[src/design/dfr_map.svh]
`ifndef DFR_MAP_SVH
`define DFR_MAP_SVH

// Register indexes, byte address is four times the index
`define DFR_IDX_ERR 8'h24
`define DFR_IDX_WARN 8'h26
`define DFR_IDX_TEMP 8'h28
`define DFR_IDX_CTRL 8'h40
`define DFR_IDX_CFG 8'h41
`define DFR_IDX_LIMIT 8'h42
`define DFR_IDX_WMASK 8'h43

// Hard-coded identifiers in bits 15:12
`define DFR_ID_ERR 4'hA
`define DFR_ID_WARN 4'hB
`define DFR_ID_TEMP 4'hF

// Control register bit positions (write-one pulses)
`define DFR_CTRL_CLR_ERR 0
`define DFR_CTRL_CLR_WARN 1
`define DFR_CTRL_TURNS_RST 2

// Configuration register bit positions
`define DFR_CFG_CRC_EN 0
`define DFR_CFG_SLEW_EN 1
`define DFR_CFG_SUM_MASK 2
`define DFR_CFG_EIGHTH 3
`define DFR_CFG_EMASK_LO 16
`define DFR_CFG_EMASK_HI 20

// Warning bit positions
`define DFR_W_IFACE 11
`define DFR_W_CRC 10
`define DFR_W_SLEW 8
`define DFR_W_XCMD 7
`define DFR_W_TEMP 6
`define DFR_W_ECC 5
`define DFR_W_SAT 4
`define DFR_W_TSTEP 3
`define DFR_W_BUSY 2
`define DFR_W_FHIGH 1
`define DFR_W_TOV 0

// Error bit positions
`define DFR_E_SUM 11
`define DFR_E_OSC 4
`define DFR_E_UVD 3
`define DFR_E_UVA 2
`define DFR_E_FLOW 1
`define DFR_E_RST 0

// Reset values
`define DFR_RST_CFG 32'h0000_0000
`define DFR_RST_LOW_LIM 12'h0C8
`define DFR_RST_HIGH_LIM 12'h4B0
`define DFR_RST_WMASK 12'h000
`define DFR_RST_ERR 5'h01

// Packet lengths accepted: plain and with checksum nibble
`define DFR_PKT_BITS 6'h10
`define DFR_PKT_BITS_CRC 6'h14

// 135 degrees in 12-bit angle units
`define DFR_STEP_LIM 12'h600
`define DFR_ANG_FULL 13'h1000

// Temperature clamp in eighths relative to 25 C: -60 C and 180 C
`define DFR_TEMP_MIN 16'hFD58
`define DFR_TEMP_MAX 16'h04D8

// Turns limits
`define DFR_TURNS_MAX_HALF 12'h1FF
`define DFR_TURNS_MIN_HALF 12'hE00
`define DFR_TURNS_MAX_EIGHTH 12'h7FF
`define DFR_TURNS_MIN_EIGHTH 12'h800

`endif

[src/design/dfr_pkg.sv]
package dfr_pkg;
   typedef logic [11:0] dfr_word12_t;
   typedef logic [4:0] dfr_err_t;
   typedef enum logic [1:0] {
      DFR_BUS_IDLE,
      DFR_BUS_ACK
   } dfr_bus_t;
endpackage

[src/design/dfr_temp_if.sv]
`timescale 1ns/1ps
interface dfr_temp_if;
   logic signed [15:0] raw;
   logic [11:0] clamped;
   logic out_of_range;
   modport conv (input raw, output clamped, output out_of_range);
   modport user (output raw, input clamped, input out_of_range);
endinterface

[src/design/dfr_flag_regs.sv]
`timescale 1ns/1ps
`include "dfr_map.svh"
// Notes on behaviour
// (RULE1) Oscillator watchdog trip sets error bit 4
// (RULE2) Supply pin low sets error bit 3
// (RULE3) Analog rail low sets error bit 2
// (RULE4) Field below low limit sets bit 1
// (RULE5) Reset sets error bit 0, self-test does not
// (RULE6) Warnings latch until read and cleared
// (RULE7) Fixed IDs 1011 and 1111; words read-only
// (RULE8) Bad length or bit15 discards, sets bit 11
// (RULE9) Optional checksum check, bad sets bit 10
// (RULE10) Active slew limiting sets warning bit 8
// (RULE11) Failed extended command sets bit 7
// (RULE12) Temperature out of range sets 6, clamps
// (RULE13) Corrected memory error on load sets 5
// (RULE14) Any saturation sets warning bit 4
// (RULE15) Zero-cross step over 135 degrees sets 3
// (RULE16) Overlapping extended access sets bit 2
// (RULE17) Field above high limit sets bit 1
// (RULE18) Turns past limits sets warning bit 0
// (RULE19) Only turns reset clears turns overflow
// (RULE20) Temperature 12-bit eighths relative to 25
// (RULE21) Error flags latch until read and cleared
// (RULE22) Warning summary in error bit 11, maskable
// (RULE23) Fault indicator on any unmasked flag
// (RULE24) Low supply is OR of both, masked
// (RULE25) Host clear; present condition re-sets flag
module dfr_flag_regs (
   input wire logic clk_i,
   input wire logic rst_i,
   // Wishbone classic slave
   input wire logic [9:0] adr_i,
   input wire logic [31:0] dat_i,
   input wire logic [3:0] sel_i,
   input wire logic we_i,
   input wire logic cyc_i,
   input wire logic stb_i,
   output logic [31:0] dat_o,
   output logic ack_o,
   // Fault sources
   input wire logic osc_fast_trip_i,
   input wire logic osc_slow_trip_i,
   input wire logic supply_pin_low_i,
   input wire logic analog_rail_low_i,
   input wire logic [11:0] field_gauss_i,
   input wire logic field_valid_i,
   // Serial packet checks
   input wire logic pkt_done_i,
   input wire logic [5:0] pkt_bits_i,
   input wire logic pkt_bit15_i,
   input wire logic pkt_crc_ok_i,
   input wire logic line_code_err_i,
   // Other warning sources
   input wire logic slew_limiting_i,
   input wire logic ext_unlock_err_i,
   input wire logic ext_nvm_fail_i,
   input wire logic signed [15:0] temp_raw_i,
   input wire logic temp_valid_i,
   input wire logic nvm_load_i,
   input wire logic nvm_single_err_i,
   input wire logic [3:0] sat_detect_i,
   input wire logic zcd_valid_i,
   input wire logic [11:0] zcd_angle_i,
   input wire logic ext_start_i,
   input wire logic ext_busy_i,
   input wire logic turns_up_i,
   input wire logic turns_down_i,
   input wire logic [11:0] turns_count_i,
   // Status outputs
   output logic pkt_accept_o,
   output logic pkt_discard_o,
   output logic turns_reset_o,
   output logic any_fault_flag_o,
   output logic low_supply_flag_o,
   output logic caution_summary_o
);
   // ----------------------------------------
   // Bus decode
   // ----------------------------------------
   function automatic logic hit(input logic [9:0] a, input logic [7:0] idx);
      hit = (a[9:2] == idx);
   endfunction

   dfr_pkg::dfr_bus_t bus_st;
   // No request is taken in the ack cycle
   wire req = cyc_i & stb_i & (bus_st == dfr_pkg::DFR_BUS_IDLE);
   wire wr = req & we_i;
   // Writes land only at the edge that takes the request
   wire wr_ctrl = wr & hit(adr_i, `DFR_IDX_CTRL) & sel_i[0];
   wire wr_cfg = wr & hit(adr_i, `DFR_IDX_CFG);
   wire wr_limit = wr & hit(adr_i, `DFR_IDX_LIMIT);
   wire wr_wmask = wr & hit(adr_i, `DFR_IDX_WMASK);

   logic [31:0] cfg;
   dfr_pkg::dfr_word12_t low_lim;
   dfr_pkg::dfr_word12_t high_lim;
   dfr_pkg::dfr_word12_t wmask;
   logic [11:0] warn;
   dfr_pkg::dfr_err_t err;
   logic [11:0] temp_word;
   logic [11:0] zcd_prev;
   logic zcd_seen;

   wire clr_err = wr_ctrl & dat_i[`DFR_CTRL_CLR_ERR];
   wire clr_warn = wr_ctrl & dat_i[`DFR_CTRL_CLR_WARN];
   wire turns_rst = wr_ctrl & dat_i[`DFR_CTRL_TURNS_RST];
   wire crc_en = cfg[`DFR_CFG_CRC_EN];
   wire eighth = cfg[`DFR_CFG_EIGHTH];
   wire [4:0] emask = cfg[`DFR_CFG_EMASK_HI:`DFR_CFG_EMASK_LO];

   // ----------------------------------------
   // Temperature clamp
   // ----------------------------------------
   dfr_temp_if tif ();
   assign tif.raw = temp_raw_i;
   dfr_temp_clamp u_clamp (
      .t(tif.conv)
   );

   // ----------------------------------------
   // Event detection
   // ----------------------------------------
   // Plain packets and packets carrying a checksum nibble
   wire len_ok = (pkt_bits_i == `DFR_PKT_BITS) | (pkt_bits_i == `DFR_PKT_BITS_CRC);
   // (RULE8) wrong length or bit 15
   wire pkt_bad_fmt = pkt_done_i & (~len_ok | pkt_bit15_i);
   // (RULE9) checksum only when enabled
   wire pkt_bad_crc = pkt_done_i & ~pkt_bad_fmt & crc_en & ~pkt_crc_ok_i;

   // Modular difference, so wrapping through zero is a short step
   wire [12:0] zdiff_raw = {1'b0, zcd_angle_i} - {1'b0, zcd_prev};
   wire [11:0] zdiff = zdiff_raw[11:0];
   wire [12:0] zdiff_neg = `DFR_ANG_FULL - {1'b0, zdiff};
   wire [11:0] zstep = zdiff[11] ? zdiff_neg[11:0] : zdiff;
   // (RULE15) shortest step over 135 degrees
   wire tstep_ev = zcd_valid_i & zcd_seen & (zstep > `DFR_STEP_LIM);

   wire [11:0] tmax = eighth ? `DFR_TURNS_MAX_EIGHTH : `DFR_TURNS_MAX_HALF;
   wire [11:0] tmin = eighth ? `DFR_TURNS_MIN_EIGHTH : `DFR_TURNS_MIN_HALF;
   // (RULE18) step beyond count limit
   wire tov_ev = (turns_up_i & (turns_count_i == tmax)) |
                 (turns_down_i & (turns_count_i == tmin));

   logic [11:0] wset;
   always_comb begin
      wset = 12'h000;
      wset[`DFR_W_IFACE] = pkt_bad_fmt | line_code_err_i;
      wset[`DFR_W_CRC] = pkt_bad_crc;
      // (RULE10) enabled and limiting
      wset[`DFR_W_SLEW] = cfg[`DFR_CFG_SLEW_EN] & slew_limiting_i;
      // (RULE11) failed extended command
      wset[`DFR_W_XCMD] = ext_unlock_err_i | ext_nvm_fail_i;
      // (RULE12) temperature range flag
      wset[`DFR_W_TEMP] = temp_valid_i & tif.out_of_range;
      // (RULE13) checked at load only
      wset[`DFR_W_ECC] = nvm_load_i & nvm_single_err_i;
      // (RULE14) aggregate saturation
      wset[`DFR_W_SAT] = |sat_detect_i;
      wset[`DFR_W_TSTEP] = tstep_ev;
      // (RULE16) start while busy
      wset[`DFR_W_BUSY] = ext_start_i & ext_busy_i;
      // (RULE17) field above high limit
      wset[`DFR_W_FHIGH] = field_valid_i & (field_gauss_i > high_lim);
      wset[`DFR_W_TOV] = tov_ev;
   end

   wire [4:0] eset = {
      // (RULE1) either watchdog trips
      osc_fast_trip_i | osc_slow_trip_i,
      // (RULE2) set while supply low
      supply_pin_low_i,
      // (RULE3) set while rail low
      analog_rail_low_i,
      // (RULE4) field below low limit
      field_valid_i & (field_gauss_i < low_lim),
      1'b0
   };

   // ----------------------------------------
   // Latched warning flags
   // ----------------------------------------
   genvar gi;
   generate
      for (gi = 0; gi < 12; gi++) begin : g_warn
         // (RULE19) overflow cleared only by turns reset
         wire clr_bit = (gi == `DFR_W_TOV) ? turns_rst : clr_warn;
         always_ff @(posedge clk_i) begin
            if (rst_i) begin
               warn[gi] <= 1'b0;
            end else begin
               // (RULE6) latch, set wins over clear
               warn[gi] <= (warn[gi] & ~clr_bit) | wset[gi];
            end
         end
      end
   endgenerate

   // ----------------------------------------
   // Latched error flags
   // ----------------------------------------
   always_ff @(posedge clk_i) begin
      if (rst_i) begin
         // (RULE5) reset marks volatile state lost
         err <= `DFR_RST_ERR;
      end else begin
         // (RULE21) latch until cleared
         // (RULE25) present condition re-sets
         err <= (err & ~{5{clr_err}}) | eset;
      end
   end

   // ----------------------------------------
   // Summaries
   // ----------------------------------------
   // Registered below, so caution and fault summaries trail the flags by one cycle
   wire [11:0] warn_live = warn & ~wmask;
   wire [4:0] err_live = err & ~emask;
   // (RULE22) summary unless masked
   wire next_summary = (|warn_live) & ~cfg[`DFR_CFG_SUM_MASK];
   // (RULE23) any unmasked flag
   wire next_fault = (|warn_live) | (|err_live);
   // (RULE24) real-time OR, masked
   wire next_low = (supply_pin_low_i & ~emask[`DFR_E_UVD]) |
                   (analog_rail_low_i & ~emask[`DFR_E_UVA]);

   always_ff @(posedge clk_i) begin
      if (rst_i) begin
         caution_summary_o <= 1'b0;
         any_fault_flag_o <= 1'b0;
         low_supply_flag_o <= 1'b0;
         pkt_accept_o <= 1'b0;
         pkt_discard_o <= 1'b0;
         turns_reset_o <= 1'b0;
      end else begin
         caution_summary_o <= next_summary;
         any_fault_flag_o <= next_fault;
         low_supply_flag_o <= next_low;
         pkt_accept_o <= pkt_done_i & ~pkt_bad_fmt & ~pkt_bad_crc;
         pkt_discard_o <= pkt_bad_fmt | pkt_bad_crc;
         turns_reset_o <= turns_rst;
      end
   end

   // ----------------------------------------
   // Sample history and temperature word
   // ----------------------------------------
   always_ff @(posedge clk_i) begin
      if (rst_i) begin
         zcd_prev <= 12'h000;
         zcd_seen <= 1'b0;
         temp_word <= 12'h000;
      end else begin
         if (zcd_valid_i) begin
            zcd_prev <= zcd_angle_i;
            zcd_seen <= 1'b1;
         end
         // (RULE20) updated on each conversion
         if (temp_valid_i) begin
            temp_word <= tif.clamped;
         end
      end
   end

   // ----------------------------------------
   // Configuration registers
   // ----------------------------------------
   function automatic logic [31:0] merge(input logic [31:0] old, input logic [31:0] d,
                                         input logic [3:0] s);
      merge = old;
      for (int b = 0; b < 4; b++) begin
         if (s[b]) begin
            merge[b*8 +: 8] = d[b*8 +: 8];
         end
      end
   endfunction

   // Byte enables merge into the packed register image
   wire [31:0] lim_word = {4'h0, high_lim, 4'h0, low_lim};
   wire [31:0] lim_next = merge(lim_word, dat_i, sel_i);
   wire [31:0] wm_next = merge({20'h0_0000, wmask}, dat_i, sel_i);

   always_ff @(posedge clk_i) begin
      if (rst_i) begin
         cfg <= `DFR_RST_CFG;
         low_lim <= `DFR_RST_LOW_LIM;
         high_lim <= `DFR_RST_HIGH_LIM;
         wmask <= `DFR_RST_WMASK;
      end else begin
         if (wr_cfg) begin
            cfg <= merge(cfg, dat_i, sel_i);
         end
         if (wr_limit) begin
            low_lim <= lim_next[11:0];
            high_lim <= lim_next[27:16];
         end
         if (wr_wmask) begin
            wmask <= wm_next[11:0];
         end
      end
   end

   // ----------------------------------------
   // Read path and acknowledge
   // ----------------------------------------
   // Bit 9 of the warning word has no source and reads zero
   wire [15:0] err_word = {`DFR_ID_ERR, caution_summary_o, 6'h00, err};
   // (RULE7) fixed identifiers, read-only
   wire [15:0] warn_word = {`DFR_ID_WARN, warn[11:10], 1'b0, warn[8:0]};
   wire [15:0] temp_rd = {`DFR_ID_TEMP, temp_word};

   wire [31:0] rd_mux =
      hit(adr_i, `DFR_IDX_ERR) ? {16'h0000, err_word} :
      hit(adr_i, `DFR_IDX_WARN) ? {16'h0000, warn_word} :
      hit(adr_i, `DFR_IDX_TEMP) ? {16'h0000, temp_rd} :
      hit(adr_i, `DFR_IDX_CFG) ? cfg :
      hit(adr_i, `DFR_IDX_LIMIT) ? lim_word :
      hit(adr_i, `DFR_IDX_WMASK) ? {20'h0_0000, wmask} :
      32'h0000_0000;

   always_ff @(posedge clk_i) begin
      if (rst_i) begin
         bus_st <= dfr_pkg::DFR_BUS_IDLE;
         ack_o <= 1'b0;
         dat_o <= 32'h0000_0000;
      end else begin
         unique case (bus_st)
            dfr_pkg::DFR_BUS_IDLE: begin
               ack_o <= req;
               if (req) begin
                  dat_o <= we_i ? 32'h0000_0000 : rd_mux;
                  bus_st <= dfr_pkg::DFR_BUS_ACK;
               end
            end
            dfr_pkg::DFR_BUS_ACK: begin
               ack_o <= 1'b0;
               bus_st <= dfr_pkg::DFR_BUS_IDLE;
            end
         endcase
      end
   end
endmodule

[src/design/dfr_temp_clamp.sv]
`timescale 1ns/1ps
`include "dfr_map.svh"
module dfr_temp_clamp (
   dfr_temp_if.conv t
);
   wire signed [15:0] lo = `DFR_TEMP_MIN;
   wire signed [15:0] hi = `DFR_TEMP_MAX;
   wire below = t.raw < lo;
   wire above = t.raw > hi;
   wire signed [15:0] signal_clipping_flag = below ? lo : (above ? hi : t.raw);

   // (RULE12) clamp at limits
   assign t.out_of_range = below | above;
   // (RULE20) eighths, twos complement
   assign t.clamped = signal_clipping_flag[11:0];
endmodule

[config.mk]
export PLATFORM = sky130hd
export DESIGN_NAME = dfr_flag_regs
export DESIGN_NICKNAME = d
export VERILOG_FILES = /design/src/design/dfr_pkg.sv /design/src/design/dfr_temp_if.sv /design/src/design/dfr_flag_regs.sv /design/src/design/dfr_temp_clamp.sv
export VERILOG_INCLUDE_DIRS = /design/src /design/src/design
export SDC_FILE = /design/constraint.sdc
export NUM_CORES = 1
export LEC_CHECK = 0
export BUFFER_PORTS_ARGS = -buffer_cell sky130_fd_sc_hd__buf_2
export CAP_MARGIN = 20
export CORE_MARGIN = 2
export CORE_UTILIZATION = 40
export DETAILED_ROUTE_END_ITERATION = 10
export PLACE_DENSITY = 0.71
export SLEW_MARGIN = 15
export SYNTH_ARGS = -nofsm -noshare
export SYNTH_HDL_FRONTEND = slang
export SYNTH_HIERARCHICAL = 1
export SYNTH_SLANG_ARGS = --single-unit
[constraint.sdc]
create_clock -name clk_i -period 9.1 [get_ports clk_i]
set_input_delay 1.82 -clock clk_i [delete_from_list [all_inputs] [get_ports clk_i]]
set_output_delay 1.82 -clock clk_i [all_outputs]
set_load 0.05 [all_outputs]
==> qor.yml, run 1 <==
fmax_ghz: 0.229
power.share.clock: 0.448
ys_seq_area_frac: 0.383
clockBufferDepth: 2
gp_congestion: 0.883
synth_fa_ha_area_frac: 0.0584
cts_hold_buf: 0
outcome: "finished clean"
drc: 0
netSwitchingPower_uw: 432
grt_pass1_wl_mm: 34.5
fin_setup_tns_ns: 0
ys.flop_type: "dfxtp_1"
rsz0062_at_grt: "no"
synth_mux_area_frac: 0.0823
yosysUniqueCellTypes: 65
synth_top_area_share: 0.383
clock_sinks: 150
dr_wl_met3_mm: 1.42
critical_path_arrival_ns: 4.65
slew_viol_final: 0
coreArea_um2: 19300
p_per_area_nw_per_um2: 169
ir_drop_mv: 0.130
async_flop_share: 0
finalWirelength_mm: 22.2
ys_warn_count: 6
netlist_area_um2: 7850
finalNetCount: 1263
p_int_mw: 1.17
htree_levels: 4
pin_count: 172
synth_cells: 952
drt-met1-wl_mm: 10.0
area_delta_synth_final_pct: 20.8
critPathRequiredTime_ns: 9.38
final-setup-viol-count: 0
num_rows: 51
drt-initial-drc-count: 710
synth_compound_area_frac: 0.187
min_path_type: "register to register"
num_vias: 7344
swShare: 0.270
cts_buffers: 17
dp_cells: 1340
fin_skew_ns: 0.0108
clk_latency_ns: 0.43
comb_power_share: 0.129
initial_core_util: 0.406
viasPerCell: 5.34
antenna_found_initial: 3
p_leak_nw: 3.91
grt_max_degree: 91
syn_avg_cell_area_um2: 8.24
cts_root_buf: "clkbuf_16"
die_area_um2: 20700
finalHoldViolCount: 0
regArea_um2: 3000
grt_pass1_vias: 6708
first_pass_iters: 8
grt_usage: 0.214
cts_tree: "built"
routedWlPerCell_um: 16.1
synth_xor_area_frac: 0.0134
tightest_slew_ns: 0.969
yosys.area_share.simple: 0.223
synth_area_leaders: "dfxtp_1 38%, mux2i_1 6.5%, nor2_1 6.3%"
power_frac_seq: 0.423
overflow: 0
place_area_um2: 8870
hpwl_mm: 16.4
synth_top_area_cell: "dfxtp_1"
port_buffers: 168
p_total_mw: 1.60
final-instance-count-excl-fill: 1374
worst_setup_path_start_kind: "input pin"
multi_input_area_um2: 4430
finalCritPeriodShare: 0.481
layout_commonest_cell: "buf_2"
end_kind: "register"
ant_nets: 0
cts_setup_buffers: 0
drive_gt1_frac: 0.210
syn_nets: 1121
highest_layer: "met5"
die_x_um: 144
route.met2.wl_mm: 10.3
slew_headroom: 0.352
path_class: "input pin to register"
synth_top_family_by_area: "simple AND/OR/NAND/NOR gates"
synth_edf_count: 0
path_clk_slew_ns: 0.07
final_area_um2: 9480
period_minus_slack_ns: 4.37
utilization: 0.490
cts_resized: 0
max-cap-violations: 0
critPathMaxFanout: 6
final_cell_mix: "167 x buf_2, 150 x dfxtp_1, 131 x nor2_1"
dieHeight_um: 144
ys_seq_elements: 150
nFillCells: 1920
==> synthesized netlist by cell type, types with 10 or more instances <==
cell and number:
nor3_1 11, inv_1 59, mux2i_1 51, a22oi_1 33, xnor2_1 10, a21oi_1 73
nand2_1 86, mux2_2 12, a222oi_1 13, nand3_1 61, clkbuf_1 44, nor2_1 132
ha_1 35, nand3b_1 10, a21o_1 13, o22ai_1 11, dfxtp_1 150, o21ai_0 16
==> power groups by stage <==
stage / clock [mW] / combinational [mW] / sequential (mW)
2_1_floorplan: 0 / 0.134 / 0.693
3_3_place_gp: 0 / 0.201 / 0.691
3_5_place_dp: 0 / 0.204 / 0.691
4_1_cts: 0.728 / 0.205 / 0.676
5_1_grt: 0.759 / 0.229 / 0.677
6_report: 0.716 / 0.206 / 0.676
==> worst max-delay path: stages <==
cell      delay (ns)
buf_2           0.10
inv_1           0.05
ha_1            0.17
inv_1           0.06
fa_1            0.41
xnor2_1         0.45
nand3_1         0.13
mux2i_1         0.29
nand3b_1        0.18
or4b_1          0.50
a21oi_1         0.15
a21oi_1         0.09
o22ai_1         0.15
a211oi_2        0.08
==> through the flow <==
stage               hold WS (ns)  setup WS (ns)
finish                     0.448           4.73
global route               0.473           4.54
CTS                        0.449           4.77
detailed placement         0.439           4.32
global placement           0.436           4.36
floorplan                  0.418           4.65
==> sequential cells by signal, summed over array words and instances, names as in the netlist, 5 cells and up <==
signal	cells
temp_word	12
cfg	32
zcd_prev	12
low_lim	12
warn	12
high_lim	12
err	5
dat_o	32
wmask	12
==> cell families after synthesis <==
group / count (synthesis)
AOI/OAI and AO/OA: 213
xor gates and xnor gates: 12
adders and majority gates: 36
buffers and inverters: 110
DFF: 150
muxes: 63
and+or+nand+nor: 368
==> worst paths after layout <==
check | startpoint | to | slack, ns | cells past startpoint
max | zcd_angle_i[0] | warn[3]$_SDFF_PP0_ | 4.73 | 14
min | warn[9]$_SDFF_PP0_ | warn[9]$_SDFF_PP0_ | 0.45 | 2
max reg2reg | zcd_prev[0]$_SDFFE_PP0P_ | warn[3]$_SDFF_PP0_ | 5.94 | 12
min reg2reg | warn[9]$_SDFF_PP0_ | warn[9]$_SDFF_PP0_ | 0.45 | 2
==> routing by layer <==
metal / vias up / global-route usage
met2: 240 / 0.344
met4: 2 / 0.0640
met1: 3390 / 0.284
met3: 25 / 0.0513
met5: - / 0
li1: 3687 / -
==> cell type report <==
cell class                 count  share of cell area
antenna                        2            0.000528
inverter                      60              0.0238
timing repair buffer         173              0.0930
clock inverter                13              0.0172
multi-input combinational    692               0.468
tap                          265              0.0350
clock buffer                  19              0.0457
sequential                   150               0.317
No activity file was read; power rests on OpenSTA's default activity.
==> inputs of run 2 (changes only) <==
- ABC_AREA: default -> 1
- clock period: 9.1 -> 4.3 ns (I/O delays scaled with it)
==> qor.yml, run 2 <==
min_path_type: "register to register"
outcome: "finished clean"
p_leak_nw: 4.20  # +7.4%
cts_resized: 0  # unchanged
synth_cells: 1106  # +16%
comb_power_share: 0.138  # +0.009
cts_buffers: 17  # unchanged
ys_warn_count: 6  # unchanged
coreArea_um2: 19300  # unchanged
initial_core_util: 0.404  # -0.00175
period_minus_slack_ns: 2.89
path_class: "input pin to register"
critPathRequiredTime_ns: 4.66  # -4.72 ns
fmax_ghz: 0.346
yosysUniqueCellTypes: 42  # -35%
worst_setup_path_start_kind: "input pin"
p_int_mw: 2.39  # +100%
cts_root_buf: "clkbuf_16"
netSwitchingPower_mw: 1.04  # +140%
num_vias: 7995  # +8.9%
grt_pass1_vias: 7295  # +8.8%
critPathMaxFanout: 4  # -2
synth_edf_count: 0  # unchanged
die_x_um: 144  # -0.21%
ys.flop_type: "dfxtp_1"
dieHeight_um: 144  # -0.21%
gp_congestion: 0.925  # +4.7%
finalNetCount: 1427  # +13%
grt_usage: 0.223  # +0.00965
ant_nets: 0  # unchanged
synth_area_leaders: "dfxtp_1 38%, nand2_1 9.5%, a21oi_1 8.3%"
final-instance-count-excl-fill: 1537  # +12%
fin_setup_tns_ns: 0  # unchanged
syn_nets: 1275  # +14%
final_cell_mix: "198 x nand2_1, 168 x buf_2, 152 x inv_1"
grt_pass1_wl_mm: 36.3  # +5.1%
grt_max_degree: 57  # -37%
max-cap-violations: 0  # unchanged
cts_tree: "built"
tightest_slew_ns: 0.810  # -0.158 ns
htree_levels: 4  # unchanged
cts_setup_buffers: 0  # unchanged
netlist_area_um2: 7810  # -0.43%
finalCritPeriodShare: 0.672
port_buffers: 168  # unchanged
drt-initial-drc-count: 592  # -17%
first_pass_iters: 5  # -3
ys_seq_elements: 150  # unchanged
async_flop_share: 0  # unchanged
overflow: 0  # unchanged
cts_hold_buf: 0  # unchanged
reg.largest.list: "cfg: 32 flops, dat_o: 32 flops"
viasPerCell: 5.20  # -2.7%
power_frac_seq: 0.418  # -0.005
syn_avg_cell_area_um2: 7.06  # -14%
fin_skew_ns: 0.0145  # +0.00375 ns
layout_commonest_cell: "nand2_1"
end_kind: "register"
power.share.clock: 0.444  # -0.004
rsz0062_at_grt: "no"
slew_headroom: 0.459  # +0.107
dp_cells: 1504  # +12%
routedWlPerCell_um: 15.1  # -6.6%
yosysMostFrequentCell: "nand2_1"
finalWirelength_mm: 23.2  # +4.5%
synth.top_cells.by_count: "198 x nand2_1, 153 x inv_1, 150 x dfxtp_1"
hold_depth: 2  # unchanged
pin_count: 172  # unchanged
die_area_um2: 20700  # -0.42%
antenna_found_initial: 2  # -1
nFillCells: 1942  # +1.1%
drive_gt1_frac: 0.190  # -0.0201
p_per_area_nw_per_um2: 362  # +110%
clockBufferDepth: 2  # unchanged
final-setup-viol-count: 0  # unchanged
finalHoldViolCount: 0  # unchanged
clk_latency_ns: 0.43  # about the same
hpwl_mm: 17.8  # +8.1%
reg2reg_depth: 19  # +7
swShare: 0.304  # +0.0341
synth_top_area_share: 0.384  # +0.00166
area_delta_synth_final_pct: 21.4
num_rows: 51  # unchanged
clock_sinks: 150  # unchanged
ir_drop_mv: 0.271  # +110%
path_clk_slew_ns: 0.07  # about the same
slew_viol_final: 0  # unchanged
synth_top_area_cell: "dfxtp_1"
ys_seq_area_frac: 0.384  # +0.00166
drc: 0  # unchanged
critical_path_arrival_ns: 3.25  # -1.40 ns
run 2: changes by cell type in the layout (fill, tap and decap cells not counted), sizes merged, moves of 13 or more:
cell and change:
a21o -13, a21oi +58, a222oi -13, a22oi -28, inv +99, mux2i -51
nand2 +124, nor2 -42, o21ai +88
run 2: worst paths after layout:
check,start,end,slack (ns)
worst max register to register,zcd_prev[0]$_SDFFE_PP0P_,warn[3]$_SDFF_PP0_,1.67
worst min register to register,cfg[10]$_SDFFE_PP0P_,cfg[10]$_SDFFE_PP0P_,0.44
worst min-delay path,cfg[10]$_SDFFE_PP0P_,cfg[10]$_SDFFE_PP0P_,0.44
worst max-delay path,zcd_angle_i[0],warn[3]$_SDFF_PP0_,1.41
run 2: final cells by class:
class / instances / area (um2) / area share
antenna: 1 / 2.50 / 0.000264
clock buffer: 17 / 425 / 0.0448
clock inverter: 15 / 204 / 0.0215
inverter: 160 / 601 / 0.0633
multi-input combinational: 757 / 4050 / 0.427
sequential: 150 / 3000 / 0.317
tap: 265 / 332 / 0.0350
timing repair buffer: 172 / 871 / 0.0918
run 2: critical path, cell delays in order:
cell and delay [ns]:
buf_2 0.10, inv_1 0.06, ha_1 0.18, inv_1 0.07, fa_1 0.42, inv_1 0.13, ha_1 0.18, inv_1 0.06
a21oi_1 0.16, nand3_1 0.16, nor2_2 0.13, nand3_1 0.07, nor2_1 0.09, nand2_1 0.07, nand2_1 0.06, nand2_1 0.06
a21oi_2 0.11, nand2_1 0.06, nand2_1 0.05, nand2_1 0.06, a21oi_2 0.10
run 2: kinds of logic after synthesis:
kind of cell / Yosys count / synth area share
compound gates: 312 / 0.225
xor+xnor: 4 / 0.00448
fa+ha+maj: 36 / 0.0586
buf+inv: 199 / 0.0974
flops: 150 / 0.384
simple gates: 405 / 0.230
run 2: power groups by stage:
stage	combinational, mW	sequential (mW)	clock [mW]
2_1_floorplan	0.309	1.47	0
6_report	0.473	1.43	1.52
5_1_grt	0.537	1.43	1.61
4_1_cts	0.473	1.43	1.54
3_3_place_gp	0.461	1.46	0
3_5_place_dp	0.469	1.46	0
run 2: routing by layer:
layer,routed length (um),global-route usage,share of wire,vias to the layer above
li1,-,-,-,4036
met1,9910,0.277,0.43,3635
met2,10800,0.377,0.47,275
met3,1610,0.0463,0.069,47
met4,792,0.0924,0.034,2
met5,13,0,0.00056,-
run 2: metrics by stage:
stage	worst slack (ns)	utilization	hold slack, ns	power [mW]	cell area [um2]
after CTS	1.42	0.490	0.445	3.44	9480
after detailed placement	0.983	0.458	0.432	1.93	8850
after global placement	1.05	0.458	0.428	1.92	8850
final	1.41	0.491	0.444	3.43	9490
after floorplan	1.34	-	0.419	1.78	7810
after global routing	1.15	0.491	0.458	3.58	9490
